### src/logic/sbl_consts.svh
// Constants of the serial boot loader: presets, addresses, timing counts.
// Assumes a single 100 MHz core clock; included by the loader file only.
`ifndef SBL_CONSTS_SVH
`define SBL_CONSTS_SVH

`define SBL_STACK_TOP       16'hFA40
`define SBL_STACK_LIMIT     16'hFA0C
`define SBL_SERIAL_CTRL     16'h8011
`define SBL_LOAD_BASE       24'h00FA40
`define SBL_LOAD_LAST       24'h00FA5F
`define SBL_RESET_FETCH     24'h000000
`define SBL_LOAD_BYTES      6'h20
`define SBL_CAL_OFFSET      16'h0024
`define SBL_CAL_DIVISOR     16'h0048
`define SBL_BIT_MULT        21'h000020
`define SBL_TMR_PRESCALE    2'h3
`define SBL_SAMPLE_DELAY    2'h3
`define SBL_DATA_BITS       4'h8
`define SBL_TX_BITS         4'hA

`endif

### src/logic/sbl_pkg.sv
// Types shared by the serial boot loader.
// Assumes nothing beyond a SystemVerilog compiler.
package sbl_pkg;

   typedef enum logic [7:0] {
      SBL_ST_POR      = 8'h01,
      SBL_ST_NORMAL   = 8'h02,
      SBL_ST_CAL_WAIT = 8'h04,
      SBL_ST_CAL_MEAS = 8'h08,
      SBL_ST_ID_TX    = 8'h10,
      SBL_ST_LOAD     = 8'h20,
      SBL_ST_RUN      = 8'h40,
      SBL_ST_SPARE    = 8'h80
   } sbl_state_t;

   typedef struct packed {
      logic to_ram;
      logic [23:0] addr;
      logic [7:0] data;
   } sbl_word_t;

endpackage

### src/logic/sbl_loader.sv
// Serial boot loader: boot entry, baud calibration, identification, code load.
// Assumes one 100 MHz clock, async active-low system reset, pins synchronised here.

`include "sbl_consts.svh"

// ***************************************************************
// Receive FIFO
// ***************************************************************
module sbl_fifo #(
   parameter int WIDTH = 33,
   parameter int DEPTH = 4
) (
   input wire logic i_mclk,
   input wire logic i_rst_b,
   input wire logic i_in_valid,
   output logic o_in_ready,
   input wire logic [WIDTH-1:0] i_in_data,
   output logic o_out_valid,
   input wire logic i_out_ready,
   output logic [WIDTH-1:0] o_out_data
);
   localparam int AW = $clog2(DEPTH);
   logic [WIDTH-1:0] mem_r [DEPTH];
   logic [AW-1:0] wr_ptr_r;
   logic [AW-1:0] rd_ptr_r;
   logic [AW:0] count_r;
   logic push;
   logic pop;

   assign o_in_ready = (count_r != (AW+1)'(DEPTH));
   assign o_out_valid = (count_r != '0);
   assign push = i_in_valid && o_in_ready;
   assign pop = o_out_valid && i_out_ready;
   assign o_out_data = mem_r[rd_ptr_r];

   always_ff @(posedge i_mclk) begin
      if (push) begin
         mem_r[wr_ptr_r] <= i_in_data;
      end
   end

   always_ff @(posedge i_mclk or negedge i_rst_b) begin
      if (!i_rst_b) begin
         wr_ptr_r <= '0;
         rd_ptr_r <= '0;
         count_r <= '0;
      end else begin
         if (push) begin
            wr_ptr_r <= (wr_ptr_r == AW'(DEPTH-1)) ? '0 : wr_ptr_r + 1'b1;
         end
         if (pop) begin
            rd_ptr_r <= (rd_ptr_r == AW'(DEPTH-1)) ? '0 : rd_ptr_r + 1'b1;
         end
         count_r <= count_r + (AW+1)'(push) - (AW+1)'(pop);
      end
   end
endmodule

// ***************************************************************
// Boot loader top
// ***************************************************************
module sbl_loader
   import sbl_pkg::*;
#(
   parameter logic [7:0] ID_BYTE = 8'h3C, // Arbitrary identification value
   parameter int FIFO_DEPTH = 4
) (
   input wire logic i_mclk,
   input wire logic i_rst_b,
   input wire logic i_sw_reset,
   input wire logic i_boot_select_pin,
   input wire logic i_serial_receive_pin,
   output logic o_serial_transmit_pin,
   output logic o_serial_transmit_oe,
   output logic o_transmit_pin_latch,
   output logic o_transmit_pin_direction,
   output logic o_boot_mode,
   output logic o_watchdog_disable,
   output logic o_code_mem_restrict,
   output logic [15:0] o_stack_top_pointer,
   output logic [15:0] o_stack_limit_setting,
   output logic [15:0] o_serial_control_setting,
   output logic [15:0] o_baud_reload_value,
   output logic o_calib_overflow,
   output logic o_rx_overrun,
   output logic o_exec_start,
   output logic [23:0] o_fetch_addr,
   output logic o_load_valid,
   input wire logic i_load_ready,
   output sbl_word_t o_load_word
);

   function automatic logic [15:0] calc_reload(input logic [15:0] cnt);
      calc_reload = (cnt >= `SBL_CAL_OFFSET) ?
                    (cnt - `SBL_CAL_OFFSET) / `SBL_CAL_DIVISOR : 16'h0000;
   endfunction

   sbl_state_t state_r;
   logic [1:0] sel_sync_r;
   logic [1:0] rx_sync_r;
   logic rx_prev_r;
   logic rx_s;
   logic rx_fall;
   logic rx_rise;
   logic [1:0] smp_cnt_r;
   logic [1:0] presc_r;
   logic [15:0] tmr_r;
   logic [20:0] bit_clks;
   logic [20:0] tx_cnt_r;
   logic [3:0] tx_idx_r;
   logic [9:0] tx_shift_r;
   logic tx_busy_r;
   logic rx_busy_r;
   logic [20:0] rx_cnt_r;
   logic [3:0] rx_idx_r;
   logic [7:0] rx_shift_r;
   logic rx_pend_r;
   sbl_word_t rx_word_r;
   logic rx_done;
   logic rx_en;
   logic [5:0] push_cnt_r;
   logic [5:0] load_cnt_r;
   logic fifo_in_ready;
   logic load_take;

   // ***************************************************************
   // Pin synchronisers
   // ***************************************************************
   always_ff @(posedge i_mclk or negedge i_rst_b) begin
      if (!i_rst_b) begin
         sel_sync_r <= 2'h3;
         rx_sync_r <= 2'h3;
         rx_prev_r <= 1'b1;
      end else begin
         sel_sync_r <= {sel_sync_r[0], i_boot_select_pin};
         rx_sync_r <= {rx_sync_r[0], i_serial_receive_pin};
         rx_prev_r <= rx_sync_r[1];
      end
   end

   assign rx_s = rx_sync_r[1];
   assign rx_fall = rx_prev_r && !rx_s;
   assign rx_rise = !rx_prev_r && rx_s;
   assign bit_clks = `SBL_BIT_MULT * (21'(o_baud_reload_value) + 21'h000001);
   assign rx_en = (state_r == SBL_ST_LOAD) || (state_r == SBL_ST_RUN);
   assign load_take = o_load_valid && i_load_ready;

   // ***************************************************************
   // Mode sequencer
   // ***************************************************************
   always_ff @(posedge i_mclk or negedge i_rst_b) begin
      if (!i_rst_b) begin
         state_r <= SBL_ST_POR;
         smp_cnt_r <= 2'h0;
      end else if (i_sw_reset) begin
         state_r <= SBL_ST_NORMAL;
      end else begin
         unique case (state_r)
            SBL_ST_POR: begin
               // Wait out the synchroniser before trusting the select level
               smp_cnt_r <= smp_cnt_r + 2'h1;
               if (smp_cnt_r == `SBL_SAMPLE_DELAY) begin
                  state_r <= sel_sync_r[1] ? SBL_ST_NORMAL : SBL_ST_CAL_WAIT;
               end
            end
            SBL_ST_NORMAL: begin
               state_r <= SBL_ST_NORMAL;
            end
            SBL_ST_CAL_WAIT: begin
               if (rx_fall) begin
                  state_r <= SBL_ST_CAL_MEAS;
               end
            end
            SBL_ST_CAL_MEAS: begin
               if (rx_rise) begin
                  state_r <= SBL_ST_ID_TX;
               end
            end
            SBL_ST_ID_TX: begin
               if (tx_busy_r && tx_idx_r == `SBL_TX_BITS && tx_cnt_r == 21'h0) begin
                  state_r <= SBL_ST_LOAD;
               end
            end
            SBL_ST_LOAD: begin
               if (load_take && o_load_word.to_ram &&
                   load_cnt_r == `SBL_LOAD_BYTES - 6'h1) begin
                  state_r <= SBL_ST_RUN;
               end
            end
            SBL_ST_RUN: begin
               state_r <= SBL_ST_RUN;
            end
            default: begin
               state_r <= SBL_ST_POR;
            end
         endcase
      end
   end

   // ***************************************************************
   // Boot configuration and execution start
   // ***************************************************************
   always_ff @(posedge i_mclk or negedge i_rst_b) begin
      if (!i_rst_b) begin
         o_boot_mode <= 1'b0;
         o_watchdog_disable <= 1'b0;
         o_code_mem_restrict <= 1'b0;
         o_stack_top_pointer <= 16'h0000;
         o_stack_limit_setting <= 16'h0000;
         o_serial_control_setting <= 16'h0000;
         o_transmit_pin_latch <= 1'b0;
         o_transmit_pin_direction <= 1'b0;
         o_exec_start <= 1'b0;
         o_fetch_addr <= `SBL_RESET_FETCH;
      end else begin
         o_exec_start <= 1'b0;
         if (i_sw_reset) begin
            o_boot_mode <= 1'b0;
            o_watchdog_disable <= 1'b0;
            o_code_mem_restrict <= 1'b0;
            o_serial_control_setting <= 16'h0000;
            o_exec_start <= 1'b1;
            o_fetch_addr <= `SBL_RESET_FETCH;
         end else if (state_r == SBL_ST_POR && smp_cnt_r == `SBL_SAMPLE_DELAY) begin
            if (!sel_sync_r[1]) begin
               o_boot_mode <= 1'b1;
               o_watchdog_disable <= 1'b1;
               o_code_mem_restrict <= 1'b1;
               o_stack_top_pointer <= `SBL_STACK_TOP;
               o_stack_limit_setting <= `SBL_STACK_LIMIT;
               o_serial_control_setting <= `SBL_SERIAL_CTRL;
               o_transmit_pin_latch <= 1'b1;
               o_transmit_pin_direction <= 1'b1;
            end else begin
               o_exec_start <= 1'b1;
               o_fetch_addr <= `SBL_RESET_FETCH;
            end
         end else if (state_r == SBL_ST_LOAD && load_take && o_load_word.to_ram &&
                      load_cnt_r == `SBL_LOAD_BYTES - 6'h1) begin
            o_exec_start <= 1'b1;
            o_fetch_addr <= `SBL_LOAD_BASE;
         end
      end
   end

   // ***************************************************************
   // Calibration timer, counts every fourth clock
   // ***************************************************************
   always_ff @(posedge i_mclk or negedge i_rst_b) begin
      if (!i_rst_b) begin
         presc_r <= 2'h0;
         tmr_r <= 16'h0000;
         o_calib_overflow <= 1'b0;
         o_baud_reload_value <= 16'h0000;
      end else if (state_r == SBL_ST_CAL_WAIT) begin
         presc_r <= 2'h0;
         tmr_r <= 16'h0000;
      end else if (state_r == SBL_ST_CAL_MEAS) begin
         presc_r <= presc_r + 2'h1;
         if (rx_rise) begin
            o_baud_reload_value <= calc_reload(tmr_r);
         end else if (presc_r == `SBL_TMR_PRESCALE) begin
            // Saturate on overflow; a too-slow host leaves a wrong reload
            if (tmr_r == 16'hFFFF) begin
               o_calib_overflow <= 1'b1;
            end else begin
               tmr_r <= tmr_r + 16'h0001;
            end
         end
      end
   end

   // ***************************************************************
   // Identification transmitter
   // ***************************************************************
   always_ff @(posedge i_mclk or negedge i_rst_b) begin
      if (!i_rst_b) begin
         tx_busy_r <= 1'b0;
         tx_cnt_r <= 21'h0;
         tx_idx_r <= 4'h0;
         tx_shift_r <= 10'h3FF;
         o_serial_transmit_oe <= 1'b0;
      end else if (i_sw_reset) begin
         tx_busy_r <= 1'b0;
         tx_shift_r <= 10'h3FF;
         o_serial_transmit_oe <= 1'b0;
      end else if (state_r == SBL_ST_CAL_MEAS && rx_rise) begin
         // Stop bit first is for shift order: LSB leaves first
         tx_busy_r <= 1'b1;
         tx_shift_r <= {1'b1, ID_BYTE, 1'b0};
         tx_idx_r <= 4'h0;
         tx_cnt_r <= 21'h0;
         o_serial_transmit_oe <= 1'b1;
      end else if (tx_busy_r) begin
         if (tx_cnt_r == bit_clks - 21'h1) begin
            tx_cnt_r <= 21'h0;
            tx_idx_r <= tx_idx_r + 4'h1;
            tx_shift_r <= {1'b1, tx_shift_r[9:1]};
         end else begin
            tx_cnt_r <= tx_cnt_r + 21'h1;
         end
         if (tx_idx_r == `SBL_TX_BITS) begin
            tx_busy_r <= 1'b0;
         end
      end
   end

   assign o_serial_transmit_pin = tx_shift_r[0] || !tx_busy_r;

   // ***************************************************************
   // Receiver with a one-byte hold for FIFO back-pressure
   // ***************************************************************
   assign rx_done = rx_busy_r && rx_idx_r == `SBL_DATA_BITS + 4'h1 &&
                    rx_cnt_r == bit_clks - 21'h1;

   always_ff @(posedge i_mclk or negedge i_rst_b) begin
      if (!i_rst_b) begin
         rx_busy_r <= 1'b0;
         rx_cnt_r <= 21'h0;
         rx_idx_r <= 4'h0;
         rx_shift_r <= 8'h00;
      end else if (!rx_en) begin
         rx_busy_r <= 1'b0;
      end else if (!rx_busy_r) begin
         if (rx_fall) begin
            rx_busy_r <= 1'b1;
            rx_idx_r <= 4'h0;
            // Start half a period early so samples land mid-bit
            rx_cnt_r <= bit_clks >> 1;
         end
      end else if (rx_cnt_r == bit_clks - 21'h1) begin
         rx_cnt_r <= 21'h0;
         rx_idx_r <= rx_idx_r + 4'h1;
         if (rx_idx_r == 4'h0 && rx_s) begin
            rx_busy_r <= 1'b0; // False start
         end else if (rx_idx_r <= `SBL_DATA_BITS) begin
            rx_shift_r <= {rx_s, rx_shift_r[7:1]};
         end else begin
            rx_busy_r <= 1'b0;
         end
      end else begin
         rx_cnt_r <= rx_cnt_r + 21'h1;
      end
   end

   always_ff @(posedge i_mclk or negedge i_rst_b) begin
      if (!i_rst_b) begin
         rx_pend_r <= 1'b0;
         rx_word_r <= '0;
         push_cnt_r <= 6'h00;
         o_rx_overrun <= 1'b0;
      end else begin
         if (rx_done) begin
            if (rx_pend_r && !fifo_in_ready) begin
               o_rx_overrun <= 1'b1;
            end
            rx_pend_r <= 1'b1;
            rx_word_r.data <= rx_shift_r;
            rx_word_r.to_ram <= (state_r == SBL_ST_LOAD) && (push_cnt_r < `SBL_LOAD_BYTES);
            rx_word_r.addr <= `SBL_LOAD_BASE + 24'(push_cnt_r);
            if (state_r == SBL_ST_LOAD && push_cnt_r < `SBL_LOAD_BYTES) begin
               push_cnt_r <= push_cnt_r + 6'h01;
            end
         end else if (fifo_in_ready) begin
            rx_pend_r <= 1'b0;
         end
      end
   end

   always_ff @(posedge i_mclk or negedge i_rst_b) begin
      if (!i_rst_b) begin
         load_cnt_r <= 6'h00;
      end else if (load_take && o_load_word.to_ram) begin
         load_cnt_r <= load_cnt_r + 6'h01;
      end
   end

   sbl_fifo #(
      .WIDTH($bits(sbl_word_t)),
      .DEPTH(FIFO_DEPTH)
   ) u_fifo (
      .i_mclk(i_mclk),
      .i_rst_b(i_rst_b),
      .i_in_valid(rx_pend_r),
      .o_in_ready(fifo_in_ready),
      .i_in_data(rx_word_r),
      .o_out_valid(o_load_valid),
      .i_out_ready(i_load_ready),
      .o_out_data(o_load_word)
   );
endmodule

### config.mk
export PLATFORM = sky130hd
export DESIGN_NAME = sbl_loader
export DESIGN_NICKNAME = d
export VERILOG_FILES = /design/src/logic/sbl_pkg.sv /design/src/logic/sbl_loader.sv
export VERILOG_INCLUDE_DIRS = /design/src /design/src/logic
export SDC_FILE = /design/constraint.sdc
export NUM_CORES = 1
export LEC_CHECK = 0
export BUFFER_PORTS_ARGS = -buffer_cell sky130_fd_sc_hd__buf_2
export CAP_MARGIN = 20
export CORE_ASPECT_RATIO = 1.1
export CORE_MARGIN = 4
export CORE_UTILIZATION = 28
export DETAILED_ROUTE_END_ITERATION = 10
export PLACE_DENSITY_LB_ADDON = 0.08
export SLEW_MARGIN = 15
export SYNTH_ARGS = -nofsm -noshare
export SYNTH_HDL_FRONTEND = slang
export SYNTH_SLANG_ARGS = --single-unit
### constraint.sdc
create_clock -name i_mclk -period 13.3 [get_ports i_mclk]
set_input_delay 2.66 -clock i_mclk [delete_from_list [all_inputs] [get_ports i_mclk]]
set_output_delay 2.66 -clock i_mclk [all_outputs]
set_load 0.01 [all_outputs]
==> metrics.md <==
| Metric | Value |
|---|---|
| Status | finished, final reports clean |
| N_diodes | 0 |
| Drt first pass iters | 5 |
| DRC viols | 0 |
| Placed cells | 1985 |
| Critical path class | reg2reg |
| Leakage | 0.00604 uW |
| Register-to-register setup slack | 5.84 ns |
| Worst vdd ir | 0.0801 mV |
| Netlist cell types | 100 |
| Post-synth ARST share | 0.706 |
| TritonCTS Sinks | 218 |
| Cell taking the most area after synthesis | dfrtp_1 |
| Postcts setup bufs | 0 |
| CP cell instances | inv_1, ha_1, nand2b_1, nand3_1, a211o_1, a211oi_2, a221oi_1, a2111o_1, or2_1, a2111oi_2, nor3_1, or3_1, nor3_2, a31oi_1, o41a_1, o21ai_2, nand2_1, a31o_1, nor3b_1, or3_4, a31oi_4, mux2i_1, a21o_1 |
| Die Y | 237 um |
| DPL Wire Length | 25000 um |
| PortBufs | 73 |
| Area share of the largest cell type after synthesis | 0.260 |
| Warnings, synthesis | 0 |
| Fin crit share | 0.561 |
| CORE AREA | 46900 um^2 |
| Fin. Hold Viols | 0 |
| Row count | 83 |
| Seq. cell area | 5790 um^2 |
| I/O pin total | 138 |
| FF+latch count, synth | 218 |
| Vias in the first global route | 9461 |
| Met2 Track Usage GR | 0.228 |
| Delay-heaviest family, CP | compound AO/OA/AOI/OAI gates |
| Antenna violations before repair | 1 |
| First-pass GRT wire length | 55100 um |
| Final WL | 34900 um |
| Max_cap viols | 0 |
| CP endpoint kind | register |
| Fmax | 0.134 GHz |
| Ys flop type | dfrtp_1 |
| Slew Limit Headroom | 0.325 |
| Clock Path Buffers | 3 |
| Period minus WS final | 7.46 ns |
| Layout cell share with drive strength beyond 1 | 0.165 |
| Initial Util | 0.285 |
| Critical-path maximum fanout | 10 |
| Clk slew on worst S/H paths | 0.06 ns |
| GRT Total Usage | 0.131 |
| CTS H-tree lvls | 1 |
| Slew @ Worst Pin | 1.01 ns |
| Area of the mapped netlist | 13400 um^2 |
| WL/cell | 17.2 um |
| Placer Congestion | 0.785 |
| DR iter-0 viols | 542 |
| Multi-input gate area in the final layout | 6730 um^2 |
| Cts hold-fix bufs | 0 |
| Crit start category | register |
| Required time of the worst setup path | 13.78 ns |
| CTS tree | done |
| Register area share after synthesis | 0.433 |
| GR Util met1 | 0.172 |
| Final antenna-violating net count | 0 |
| Clk Latency, worst-skew pair | 0.54 ns |
| Setup TNS | 0 ns |
| Number of gates resized after CTS | 0 |
| Setup-failing EPs final | 0 |
| Die width | 216 um |
| Buf/Inv on CP | 1 |
| Slew Viols, Final | 0 |
| Via density | 4.84 |
| Via count | 9857 |
| Syn-to-layout area delta | 10.9% |
| Worst-case clock skew | 0.0165 ns |
| CP max stage delay | 0.62 ns |
| Area contributors post-synth | dfrtp_1 26%, edfxtp_1 14%, buf_4 5.5% |
| Met3 Usage GRT | 0.0164 |
| Cells after synthesis | 1353 |
| RSZ-0062 raised after global routing | no |
| Cts bufs inserted | 27 |
| Finished Layout Cells | 2035 |
| Root buffer cell | clkbuf_16 |
| Die area | 51400 um^2 |
| GRT Max-Usage Layer | met2 |
| Filler Cells Inserted | 4889 |
| Worst Hold Class | reg2reg |
| Worst path arrival time | 7.93 ns |
| P per Cell Area | 112 nW/um^2 |
| Synth Area per Inst | 9.90 um^2 |
| Grt ovf | 0 |
| Post-synth EDFFs | 64 |
| Pin count of the biggest net entering global routing | 62 |
| Nets@finish | 1410 |
| CP max-delay cell | a211oi_2 |
stage by stage:
step | utilization | hold slack [ns] | total power, uW | worst slack, ns | instance area (um^2)
6_report | 0.316 | 0.358 | 1660 | 5.84 | 14900
2_1_floorplan | - | 0.345 | 880 | 6.92 | 13600
4_1_cts | 0.316 | 0.360 | 1700 | 5.91 | 14900
3_3_place_gp | 0.297 | 0.348 | 904 | 5.95 | 13900
5_1_grt | 0.316 | 0.365 | 1740 | 5.29 | 14900
3_5_place_dp | 0.297 | 0.349 | 904 | 5.95 | 13900
placed cells by master (no fill, tap or decap), types with 7 or more instances in the layout:
cell and count:
nor2_1 100, mux2_2 28, buf_2 72, nand2_1 101
xor2_1 43, a211oi_1 9, nor2b_1 16, nor3b_1 9
a21oi_1 50, or3_1 25, or2_2 7, edfxtp_1 64
inv_1 31, dfstp_2 15, and3_1 38, ha_1 26
o21bai_1 15, buf_4 15, o21a_1 7, and2_1 8
clkbuf_16 27, a211o_1 7, dfrtp_1 139, nand2b_1 27
nor3_1 33, xnor2_1 45, o31ai_1 10, conb_1 64
mux4_2 16, clkbuf_1 7, a21o_1 10, nand3_1 41
mux2i_1 11, nor4_1 16, o21ai_0 90, nand4_1 21
routing by layer:
| layer | wire length (um) | part of all wire |
|---|---|---|
| met2 | 17500 | 0.50 |
| met1 | 15500 | 0.45 |
| met5 | 0 | 0 |
| met4 | 829 | 0.024 |
| met3 | 1040 | 0.030 |
final timing paths:
kind                                    from                endpoint  depth (start not counted)
max in group asynchronous            i_rst_b              presc_r[1]                          3
worst max-delay path                tmr_r[2]  o_baud_reload_value[0]                         23
worst max register to register      tmr_r[2]  o_baud_reload_value[0]                         23
min in group asynchronous            i_rst_b  o_baud_reload_value[2]                          1
worst min-delay path            rx_sync_r[0]            rx_sync_r[1]                          0
worst min register to register  rx_sync_r[0]            rx_sync_r[1]                          0
registers in the layout (all words and copies together), names as in the netlist, 3 cells and up:
| name | cells |
|---|---|
| tx_cnt_r | 21 |
| load_cnt_r | 6 |
| u_fifo.count_r | 3 |
| push_cnt_r | 6 |
| rx_shift_r | 8 |
| rx_idx_r | 4 |
| tx_idx_r | 4 |
| tmr_r | 16 |
| rx_cnt_r | 21 |
| rx_word_r | 16 |
| state_r | 7 |
| u_fifo.mem_r | 64 |
| tx_shift_r | 9 |
| o_baud_reload_value | 10 |
Yosys cell counts, types with 15 or more instances:
library cell	n
a21oi_1	50
dfrtp_1	139
nand4_1	21
mux2_2	28
nor2b_1	16
xnor2_1	45
nor2_1	100
ha_1	26
nand2b_1	27
clkbuf_1	39
and3_1	38
o21ai_0	90
o21bai_1	15
nand3_1	41
buf_4	98
nor3_1	33
nand2_1	101
xor2_1	43
mux4_2	16
or3_1	25
edfxtp_1	64
dfstp_2	15
inv_1	31
nor4_1	16
cell families (layout without fill, tap and decap cells):
group / after synthesis / count (layout) / synth area share
compound gates: 290 / 290 / 0.150
xor+xnor: 91 / 91 / 0.0612
fa+ha+maj: 29 / 29 / 0.0275
buf+inv: 188 / 170 / 0.0828
flops: 218 / 218 / 0.433
mux: 56 / 56 / 0.0595
other cells: 1 / 64 / 0.000280
simple gates: 480 / 480 / 0.186
worst reg2reg max path: cells and delay by family (launching register included):
kind,cells,cell delay (ns)
fa+ha+maj,1,0.34
simple gates,9,2.59
flops,1,0.55
compound gates,11,3.57
mux,1,0.20
buf+inv,1,0.15
area by class of cell:
class,count,share of cell area
clock buffers,38,0.0510
clock inverters,12,0.0116
inverters,32,0.00809
multi-input cells,1010,0.453
flip-flops and latches,218,0.390
well taps,637,0.0537
repair buffers,88,0.0326
where the power goes:
part           switching, uW  internal, uW
registers               34.9           714
logic                   75.6          63.2
clock network            296           475
total                    407          1250
Power figures use the tool's default switching activity.
